`src/verilog/tcu_consts.svh`:
```
// Offsets, field positions, reset values and widths for the timer capture/edge unit.
`ifndef TCU_CONSTS_SVH
`define TCU_CONSTS_SVH
`define TCU_OFS_CTRL     8'h00
`define TCU_OFS_EDGE     8'h04
`define TCU_OFS_PRM      8'h08
`define TCU_OFS_COUNT    8'h0C
`define TCU_OFS_CC_A     8'h10
`define TCU_OFS_CC_B     8'h14
`define TCU_OFS_STATUS   8'h18
`define TCU_OFS_MASK     8'h1C
`define TCU_CTRL_RUN     0
`define TCU_CTRL_MODE_LO 1
`define TCU_CTRL_MODE_HI 2
`define TCU_CTRL_CAP_A   3
`define TCU_CTRL_CAP_B   4
`define TCU_CTRL_FIRE    6
`define TCU_ST_WRAP      2
`define TCU_CTRL_RST     5'h0_0
`define TCU_EDGE_RST     4'h0
`define TCU_PRM_RST      2'h0
`define TCU_CNT_MAX      16'hFFFF
`define TCU_SYNC_STAGES  2
`endif

```
`src/verilog/tcu_pkg.sv`:
```
// Types shared by the timer capture/edge unit.
package tcu_pkg;
  typedef enum logic [1:0] {
    MODE_FREE      = 2'h0,
    MODE_CLR_EDGE  = 2'h1,
    MODE_CLR_MATCH = 2'h3
  } count_mode_e;
  typedef enum logic [1:0] {
    PRM_DIV2 = 2'h0,
    PRM_DIV4 = 2'h1,
    PRM_DIV8 = 2'h2,
    PRM_EXT  = 2'h3
  } prescaler_e;
endpackage : tcu_pkg

```
`src/verilog/edge_filter.sv`:
```
// Two-sample noise filter and valid-edge detector for one trigger pin.
`timescale 1ns/1ps
module edge_filter (
  input  wire logic       clk_sys,
  input  wire logic       rstn,
  input  wire logic       ce,
  input  wire logic       run,
  input  wire logic       sample_en,
  input  wire logic       pin_sync,
  input  wire logic [1:0] edge_sel,
  output logic            edge_pulse
);
  logic smp_ff;
  logic level_ff;
  logic armed_ff;
  logic edge_ff;
  logic agree;

  // An edge counts only when two successive samples agree and differ from the stored level.
  assign agree = run && sample_en && (pin_sync == smp_ff) && (pin_sync != level_ff);

  // =====================================================
  // Sample and level store
  // Reset forces the level low, so a pin already high reads as a rising edge on first start.
  always_ff @(posedge clk_sys or negedge rstn) begin
    if (!rstn) begin
      smp_ff   <= 1'b0;
      level_ff <= 1'b0;
      armed_ff <= 1'b0;
    end else if (ce) begin
      if (run) begin
        armed_ff <= 1'b1;
        if (sample_en) smp_ff <= pin_sync;
        if (agree) level_ff <= pin_sync;
      end else if (armed_ff) begin
        // Once started, a stop tracks the pin quietly so a restart sees no stale edge.
        smp_ff   <= pin_sync;
        level_ff <= pin_sync;
      end
    end
  end

  // Qualify the direction: bit 1 selects rising, bit 0 falling.
  always_ff @(posedge clk_sys or negedge rstn) begin
    if (!rstn) edge_ff <= 1'b0;
    else if (ce) edge_ff <= agree && (pin_sync ? edge_sel[1] : edge_sel[0]);
  end
  // The pulse is gated by run, so a stop in the cycle of an edge cannot leak that edge.
  assign edge_pulse = edge_ff && run;
endmodule : edge_filter

```
`src/verilog/timer_capture_edge_unit.sv`:
```
// Capture/compare, count clock and trigger edge logic of a 16-bit timer with an AHB-Lite register port.
// =====================================================
`timescale 1ns/1ps
`include "tcu_consts.svh"
module timer_capture_edge_unit #(
  parameter int CNT_W = 16
) (
  input  wire logic        clk_sys,
  input  wire logic        rstn,
  input  wire logic        ce,
  input  wire logic        hsel,
  input  wire logic [31:0] haddr,
  input  wire logic [1:0]  htrans,
  input  wire logic        hwrite,
  input  wire logic [2:0]  hsize,
  input  wire logic [31:0] hwdata,
  input  wire logic        hready,
  output logic [31:0]      hrdata,
  output logic             hreadyout,
  output logic             hresp,
  input  wire logic        first_trigger_pin,
  input  wire logic        second_trigger_pin,
  output logic             irq,
  output logic             oneshot_out
);
  logic [7:0]       ap_addr_ff;
  logic             ap_wr_ff;
  logic             ap_valid_ff;
  logic [31:0]      hrdata_ff;
  logic [4:0]       ctrl_ff;
  logic [3:0]       edge_cfg_ff;
  logic [1:0]       prm_ff;
  logic [2:0]       status_ff;
  logic [2:0]       mask_ff;
  logic             irq_ff;
  logic             oneshot_ff;
  logic [CNT_W-1:0] count_ff;
  logic [CNT_W-1:0] cc_ff [2];
  logic [3:0]       div_ff;
  logic             ext_fall_ff;
  logic [1:0]       sync1_ff;
  logic [1:0]       sync2_ff;
  logic [1:0]       trig;
  logic [1:0]       sample_en;
  logic [1:0]       cap_mode;
  logic [1:0]       cap_now;
  logic [1:0]       evt_set;
  logic [1:0]       wr_cc;
  logic             run;
  logic             ext_clk;
  logic             cnt_rise;
  logic             cnt_fall;
  logic             wrap_set;
  logic             wr_en;
  logic             rd_take;
  logic             clr_pend_ff;
  logic             edge_clr;
  logic             fire_wr;
  logic [3:0]       div_last;
  logic [3:0]       div_half;
  tcu_pkg::count_mode_e mode;

  assign run      = ctrl_ff[`TCU_CTRL_RUN];
  assign mode     = tcu_pkg::count_mode_e'(ctrl_ff[`TCU_CTRL_MODE_HI:`TCU_CTRL_MODE_LO]);
  assign cap_mode = {ctrl_ff[`TCU_CTRL_CAP_B], ctrl_ff[`TCU_CTRL_CAP_A]};
  assign ext_clk  = (prm_ff == tcu_pkg::PRM_EXT);

  // =====================================================
  // Bus slave: zero wait states, always OKAY
  // Read data is fetched in the address phase so hrdata leaves a flip-flop.
  assign rd_take = hsel && htrans[1] && hready && !hwrite;
  assign wr_en   = ap_valid_ff && ap_wr_ff;

  always_ff @(posedge clk_sys or negedge rstn) begin
    if (!rstn) begin
      ap_addr_ff  <= 8'h00;
      ap_wr_ff    <= 1'b0;
      ap_valid_ff <= 1'b0;
    end else if (ce && hready) begin
      ap_addr_ff  <= haddr[7:0];
      ap_wr_ff    <= hwrite;
      ap_valid_ff <= hsel && htrans[1];
    end
  end

  // Unmapped offsets read as zero. A counter read has no side effect on register B.
  always_ff @(posedge clk_sys or negedge rstn) begin
    if (!rstn) hrdata_ff <= 32'h0000_0000;
    else if (ce && rd_take) begin
      case (haddr[7:0])
        `TCU_OFS_CTRL:   hrdata_ff <= {27'h000_0000, ctrl_ff};
        `TCU_OFS_EDGE:   hrdata_ff <= {28'h000_0000, edge_cfg_ff};
        `TCU_OFS_PRM:    hrdata_ff <= {30'h0000_0000, prm_ff};
        `TCU_OFS_COUNT:  hrdata_ff <= 32'(count_ff);
        `TCU_OFS_CC_A:   hrdata_ff <= 32'(cc_ff[0]);
        `TCU_OFS_CC_B:   hrdata_ff <= 32'(cc_ff[1]);
        `TCU_OFS_STATUS: hrdata_ff <= {29'h0000_0000, status_ff};
        `TCU_OFS_MASK:   hrdata_ff <= {29'h0000_0000, mask_ff};
        default:         hrdata_ff <= 32'h0000_0000;
      endcase
    end
  end
  assign hrdata    = hrdata_ff;
  assign hreadyout = 1'b1;
  assign hresp     = 1'b0;

  // Configuration registers written in the data phase.
  always_ff @(posedge clk_sys or negedge rstn) begin
    if (!rstn) begin
      ctrl_ff     <= `TCU_CTRL_RST;
      edge_cfg_ff <= `TCU_EDGE_RST;
      prm_ff      <= `TCU_PRM_RST;
      mask_ff     <= 3'h0;
    end else if (ce && wr_en) begin
      case (ap_addr_ff)
        `TCU_OFS_CTRL: ctrl_ff     <= hwdata[4:0];
        `TCU_OFS_EDGE: edge_cfg_ff <= hwdata[3:0];
        `TCU_OFS_PRM:  prm_ff      <= hwdata[1:0];
        `TCU_OFS_MASK: mask_ff     <= hwdata[2:0];
        default: ;
      endcase
    end
  end

  // =====================================================
  // Pin synchronisers
  // Pins are asynchronous; only the second stage feeds the filters.
  always_ff @(posedge clk_sys or negedge rstn) begin
    if (!rstn) begin
      sync1_ff <= 2'h0;
      sync2_ff <= 2'h0;
    end else if (ce) begin
      sync1_ff <= {second_trigger_pin, first_trigger_pin};
      sync2_ff <= sync1_ff;
    end
  end

  // =====================================================
  // Count clock
  // The internal count clock is high for the first half of each divided period.
  assign div_last = 4'((4'h2 << prm_ff) - 4'h1);
  assign div_half = 4'(4'h1 << prm_ff);

  always_ff @(posedge clk_sys or negedge rstn) begin
    if (!rstn) div_ff <= 4'h0;
    else if (ce) div_ff <= (!run || div_ff == div_last) ? 4'h0 : 4'(div_ff + 4'h1);
  end

  // An external count clock has no width of its own, so its fall follows its rise by one cycle.
  always_ff @(posedge clk_sys or negedge rstn) begin
    if (!rstn) ext_fall_ff <= 1'b0;
    else if (ce) ext_fall_ff <= ext_clk && trig[0];
  end

  assign cnt_rise = ext_clk ? trig[0] : (run && div_ff == 4'h0);
  assign cnt_fall = ext_clk ? ext_fall_ff : (run && div_ff == div_half);

  // The first pin samples every system clock as a count source, else on count clock rises.
  assign sample_en[0] = ext_clk ? 1'b1 : (run && div_ff == 4'h0);
  assign sample_en[1] = cnt_rise;

  // =====================================================
  // Per-pin filter and per-register capture/compare
  // Register A triggers from the first pin, register B from the second.
  for (genvar i = 0; i < 2; i++) begin : g_ch
    logic pend_ff;
    logic done_ff;
    logic cap_ok;
    logic match;

    edge_filter u_filt (
      .clk_sys    (clk_sys),
      .rstn       (rstn),
      .ce         (ce),
      .run        (run),
      .sample_en  (sample_en[i]),
      .pin_sync   (sync2_ff[i]),
      .edge_sel   (edge_cfg_ff[2*i+1:2*i]),
      .edge_pulse (trig[i])
    );

    // Captures only in capture mode, and never into A while its pin clocks the counter.
    assign cap_ok     = run && cap_mode[i] && !(i == 0 && ext_clk);
    assign cap_now[i] = cap_ok && cnt_fall && (pend_ff || trig[i]);
    assign match      = run && !cap_mode[i] && cnt_rise && count_ff == cc_ff[i];
    assign wr_cc[i]   = wr_en && ap_addr_ff == (i == 0 ? `TCU_OFS_CC_A : `TCU_OFS_CC_B);
    assign evt_set[i] = (done_ff && cnt_rise) || match;

    // A trigger waits here for the next falling edge of the count clock.
    always_ff @(posedge clk_sys or negedge rstn) begin
      if (!rstn) pend_ff <= 1'b0;
      else if (ce) begin
        if (!cap_ok || cap_now[i]) pend_ff <= 1'b0;
        else if (trig[i]) pend_ff <= 1'b1;
      end
    end

    // The interrupt waits for the following rise of the count clock.
    always_ff @(posedge clk_sys or negedge rstn) begin
      if (!rstn) done_ff <= 1'b0;
      else if (ce) begin
        if (cap_now[i]) done_ff <= 1'b1;
        else if (cnt_rise) done_ff <= 1'b0;
      end
    end

    // Capture overrides a software write in the same cycle.
    always_ff @(posedge clk_sys or negedge rstn) begin
      if (!rstn) cc_ff[i] <= '0;
      else if (ce) begin
        if (cap_now[i]) cc_ff[i] <= count_ff;
        else if (wr_cc[i]) cc_ff[i] <= hwdata[CNT_W-1:0];
      end
    end
  end

  // =====================================================
  // Clear on a first-pin edge
  // The clearing edge lands between count clock rises, so it is held here until the next rise.
  // A held request is dropped on a stop, so a restart never clears on an old edge.
  assign edge_clr = (mode == tcu_pkg::MODE_CLR_EDGE) && !ext_clk && (clr_pend_ff || trig[0]);

  always_ff @(posedge clk_sys or negedge rstn) begin
    if (!rstn) clr_pend_ff <= 1'b0;
    else if (ce) begin
      if (!run || cnt_rise) clr_pend_ff <= 1'b0;
      else if (trig[0]) clr_pend_ff <= 1'b1;
    end
  end

  // =====================================================
  // Up-counter
  // Wrap is flagged both by overflow and by a match-clear at all ones.
  always_comb begin
    wrap_set = 1'b0;
    if (run && cnt_rise) begin
      if (mode == tcu_pkg::MODE_CLR_MATCH && count_ff == cc_ff[0])
        wrap_set = (cc_ff[0] == CNT_W'(`TCU_CNT_MAX));
      else if (!edge_clr)
        wrap_set = (count_ff == CNT_W'(`TCU_CNT_MAX));
    end
  end

  always_ff @(posedge clk_sys or negedge rstn) begin
    if (!rstn) count_ff <= '0;
    else if (ce && run && cnt_rise) begin
      if (mode == tcu_pkg::MODE_CLR_MATCH && count_ff == cc_ff[0])
        count_ff <= '0;
      else if (edge_clr)
        count_ff <= '0;
      else
        count_ff <= CNT_W'(count_ff + 1'b1);
    end
  end

  // =====================================================
  // One-shot output
  // Match-clear wraps only if register A is all ones or the count is above it, so the pulse could hang; it is blocked there.
  // A fire counts in the mode already running, so software must set the mode before it fires.
  assign fire_wr = wr_en && ap_addr_ff == `TCU_OFS_CTRL && hwdata[`TCU_CTRL_FIRE];
  always_ff @(posedge clk_sys or negedge rstn) begin
    if (!rstn) oneshot_ff <= 1'b0;
    else if (ce) begin
      if (mode == tcu_pkg::MODE_CLR_MATCH || !run) oneshot_ff <= 1'b0;
      else if (wrap_set) oneshot_ff <= 1'b0;
      else if (fire_wr) oneshot_ff <= 1'b1;
    end
  end
  assign oneshot_out = oneshot_ff;

  // =====================================================
  // Interrupt status, write one to clear
  // A set in the same cycle as its clear wins, so no event is lost.
  always_ff @(posedge clk_sys or negedge rstn) begin
    if (!rstn) status_ff <= 3'h0;
    else if (ce) begin
      status_ff <= (status_ff & ~((wr_en && ap_addr_ff == `TCU_OFS_STATUS) ? hwdata[2:0] : 3'h0))
                 | {wrap_set, evt_set};
    end
  end

  always_ff @(posedge clk_sys or negedge rstn) begin
    if (!rstn) irq_ff <= 1'b0;
    else if (ce) irq_ff <= |(status_ff & mask_ff);
  end
  assign irq = irq_ff;
endmodule : timer_capture_edge_unit

```
`config.mk`:
```
export PLATFORM = sky130hd
export DESIGN_NAME = timer_capture_edge_unit
export DESIGN_NICKNAME = d
export VERILOG_FILES = /design/src/verilog/tcu_pkg.sv /design/src/verilog/edge_filter.sv /design/src/verilog/timer_capture_edge_unit.sv
export VERILOG_INCLUDE_DIRS = /design/src /design/src/verilog
export SDC_FILE = /design/constraint.sdc
export NUM_CORES = 1
export LEC_CHECK = 0
export ABC_AREA = 0
export BUFFER_PORTS_ARGS = -buffer_cell sky130_fd_sc_hd__buf_2
export CORE_ASPECT_RATIO = 0.9
export CORE_MARGIN = 8
export CORE_UTILIZATION = 57
export CTS_CLUSTER_SIZE = 16
export DETAILED_ROUTE_END_ITERATION = 8
export GPL_TIMING_DRIVEN = 0
export PLACE_DENSITY = 0.78
export SKIP_CTS_REPAIR_TIMING = 1
export SLEW_MARGIN = 20
export SYNTH_ARGS = -nofsm -noshare
export SYNTH_HDL_FRONTEND = slang
export SYNTH_HIERARCHICAL = 1
export SYNTH_SLANG_ARGS = --single-unit
```
`constraint.sdc`:
```
create_clock -name clk_sys -period 3.05 [get_ports clk_sys]
set_input_delay 0.4575 -clock clk_sys [delete_from_list [all_inputs] [get_ports clk_sys]]
set_output_delay 0.4575 -clock clk_sys [all_outputs]
set_load 0.01 [all_outputs]
```
==> impl_metrics.ini <==
[floorplan]
start_util_pct = 58.3
io_pins = 113
dieArea_sq_um = 15400
rows = 37
die_height_um = 119
fp.dieW_um = 130
core_sq_um = 11400

[placed_design]
portBuffers = 49
place_area_sq_um = 7200
dp_slack_ns = 0.370
dpl.hpwl_mm = 12.7
place_congestion = 0.897

[worst_setup_path]
start_kind = flop
path_cells = buf_2 -> o211ai_1 -> nor3b_1 -> a31oi_4 -> o22ai_4 -> buf_6 -> mux2_4
cp_num_buf_inv = 2
cpLargestDelayFamily = compound AO/OA/AOI/OAI gates
worst_setup_path_end_kind = flop
required_ns = 3.35
arrival_ns = 3.06
crit_path_max_incr_delay_ns = 0.59
cp_max_fo = 13
critPathKind = reg -> reg
cp_slowest_cell = dfrtp_1

[cells_and_area]
layout-drive-gt1-share_pct = 30.2
final_common_cell = dfrtp_1
finalInstanceArea_sq_um = 7860
diodes = 0
area_growth_pct = 17.9
final_cell_mix = dfrtp_1 (115), mux2_2 (78), nand2_1 (56), buf_2 (54)
fin_nets = 795

[global_route]
grt_pass1_vias = 5460
grt_start_max_net_pins = 80
overflow = 0
globalRouteTotalUtil_pct = 23.8
grt_pass1_wl_mm = 28.8
antenna_found_initial = 0

[synthesis]
synth-xor-area-share_pct = 6.42
synth_seq_cells = 115
synth_compound_area_share_pct = 11.5
synthDistinctLibCells = 71
synthArstFlopShare_pct = 100
synth_top_family_by_area = multiplexers
synth_area_sq_um = 6660
yosysSeqAreaShare_pct = 43.2
synth-main-ff-cell = dfrtp_1
avgSynthCellArea_sq_um = 10.6
synth_edf_count = 0
synthCells = 629
yosysWarnings = 6
synthAdderAreaFrac_pct = 0.563
synthMuxAreaShare_pct = 16.7
yosys.area_share.simple_pct = 15.6

[drt]
drt_pass1_iterations = 9
vias = 5474
drc = 0
avgViaCountPerCell = 6.19
wl_per_cell_um = 20.4
antenna_left = 0
drt-total-wl_mm = 18.0
drtIter0Drc = 558

[cts]
cts_max_level = 4
clk_pin_slew_ns = 0.05
clock-sinks = 115
tritoncts = yes
clock_latency_ns = 0.42
root_buffer = clkbuf_16
ctsLongestPathBuffers = 2
cts-buffers-inserted = 17

[sta]
worstMarginPinSlew_ns = 0.883
fin_ws_ns = 0.294
period_share_pct = 90.4
max_freq_ghz = 0.363
finalSetupViolCount = 0
rsz0062_at_grt = false
fin_setup_tns_ns = 0
maxSlewViolCount = 0
relSlewSlack_pct = 40.7
finalHoldViolCount = 0
min_period_ns = 2.76
finalClockSkew_ns = 0.00962

[pwr]
powerDensity_nw_per_um2 = 527
total_leakage_power_nw = 3.65
ir_drop_mv = 0.482
power_mw = 4.14

[min_path]
worstHoldPathType = in -> reg

[outcome]
status = completed

[flow_run]
drv_cap = 0
## sequential cells by signal (all words and copies together) (netlist names), 2 cells and up
signal,cells
cc_ff,32
g_ch.u_filt/armed_ff,2
g_ch.done_ff,2
g_ch.pend_ff,2
sync1_ff,2
div_ff,4
ctrl_ff,5
ap_addr_ff,8
g_ch.u_filt/smp_ff,2
sync2_ff,2
mask_ff,3
status_ff,3
g_ch.u_filt/edge_ff,2
g_ch.u_filt/level_ff,2
edge_cfg_ff,4
hrdata,16
count_ff,16
prm_ff,2
## power breakdown
group	internal, mW	switching [mW]
combinational	0.133	0.165
sequential	1.58	0.0653
clock	1.47	0.720
total	3.19	0.951
## layer usage
layer  routed length (um)  vias up  global-route usage, %  part of all wire, %
li1                     -     2433                      -                    -
met1                 7550     2702                   31.7                   42
met2                 8720      305                   37.7                   48
met3                 1440       34                   5.57                  8.0
met4                  322        0                   7.03                  1.8
met5                    0        -                      0                    0
## cell usage after synthesis, types with 14 or more instances
cell / n / area [sq um]
nand2_1: 56 / 210
clkbuf_1: 29 / 109
nand3_1: 18 / 90.1
nor2_1: 25 / 93.8
mux2_2: 78 / 878
a21oi_1: 17 / 85.1
o21ai_0: 26 / 130
xor2_1: 30 / 263
buf_4: 21 / 158
xnor2_1: 17 / 149
dfrtp_1: 115 / 2880
nor4_1: 14 / 87.6
nand4_1: 14 / 87.6
## cell type report
type | instances | area, sq um
Buffer | 62 | 342
Clock buffer | 19 | 443
Clock inverter | 13 | 206
Fill cell | 848 | 3580
Inverter | 15 | 56.3
Multi-Input combinational cell | 453 | 3450
Sequential cell | 115 | 2880
Tap cell | 156 | 195
Timing Repair Buffer | 51 | 289
## worst paths after layout
kind	start	end	slack, ns	cells after the start
max reg2reg	ctrl_ff[0]$_DFFE_PN0P_	cc_ff[9]$_DFFE_PN0P_	0.29	7
min reg2reg	g_ch[0].u_filt/armed_ff$_DFFE_PN0P_	g_ch[0].u_filt/armed_ff$_DFFE_PN0P_	0.48	2
min in group asynchronous	rstn	mask_ff[1]$_DFFE_PN0P_	0.51	2
max in group asynchronous	rstn	count_ff[5]$_DFFE_PN0P_	1.85	3
min	first_trigger_pin	sync1_ff[0]$_DFFE_PN0P_	0.27	2
max	ctrl_ff[0]$_DFFE_PN0P_	cc_ff[9]$_DFFE_PN0P_	0.29	7
## through the flow
step                      instances  util, %  hold slack, ns
after floorplan                 645        -           0.162
final                           884     68.7           0.274
after global placement          850     62.6           0.445
after detailed placement        851     62.9           0.378
after global routing            884     68.7           0.275
after CTS                       883     68.6         -0.0675
## cells by family (layout without fill, tap and decap cells)
| kind of cell | Yosys count | count (layout) |
|---|---|---|
| muxes | 95 | 95 |
| buffers and inverters | 77 | 160 |
| AOI/OAI and AO/OA | 105 | 105 |
| xor gates and xnor gates | 48 | 48 |
| DFF | 115 | 115 |
| and+or+nand+nor | 184 | 184 |
| adders and majority gates | 3 | 3 |
| other | 2 | 18 |
(Power assumes the default switching activity.)
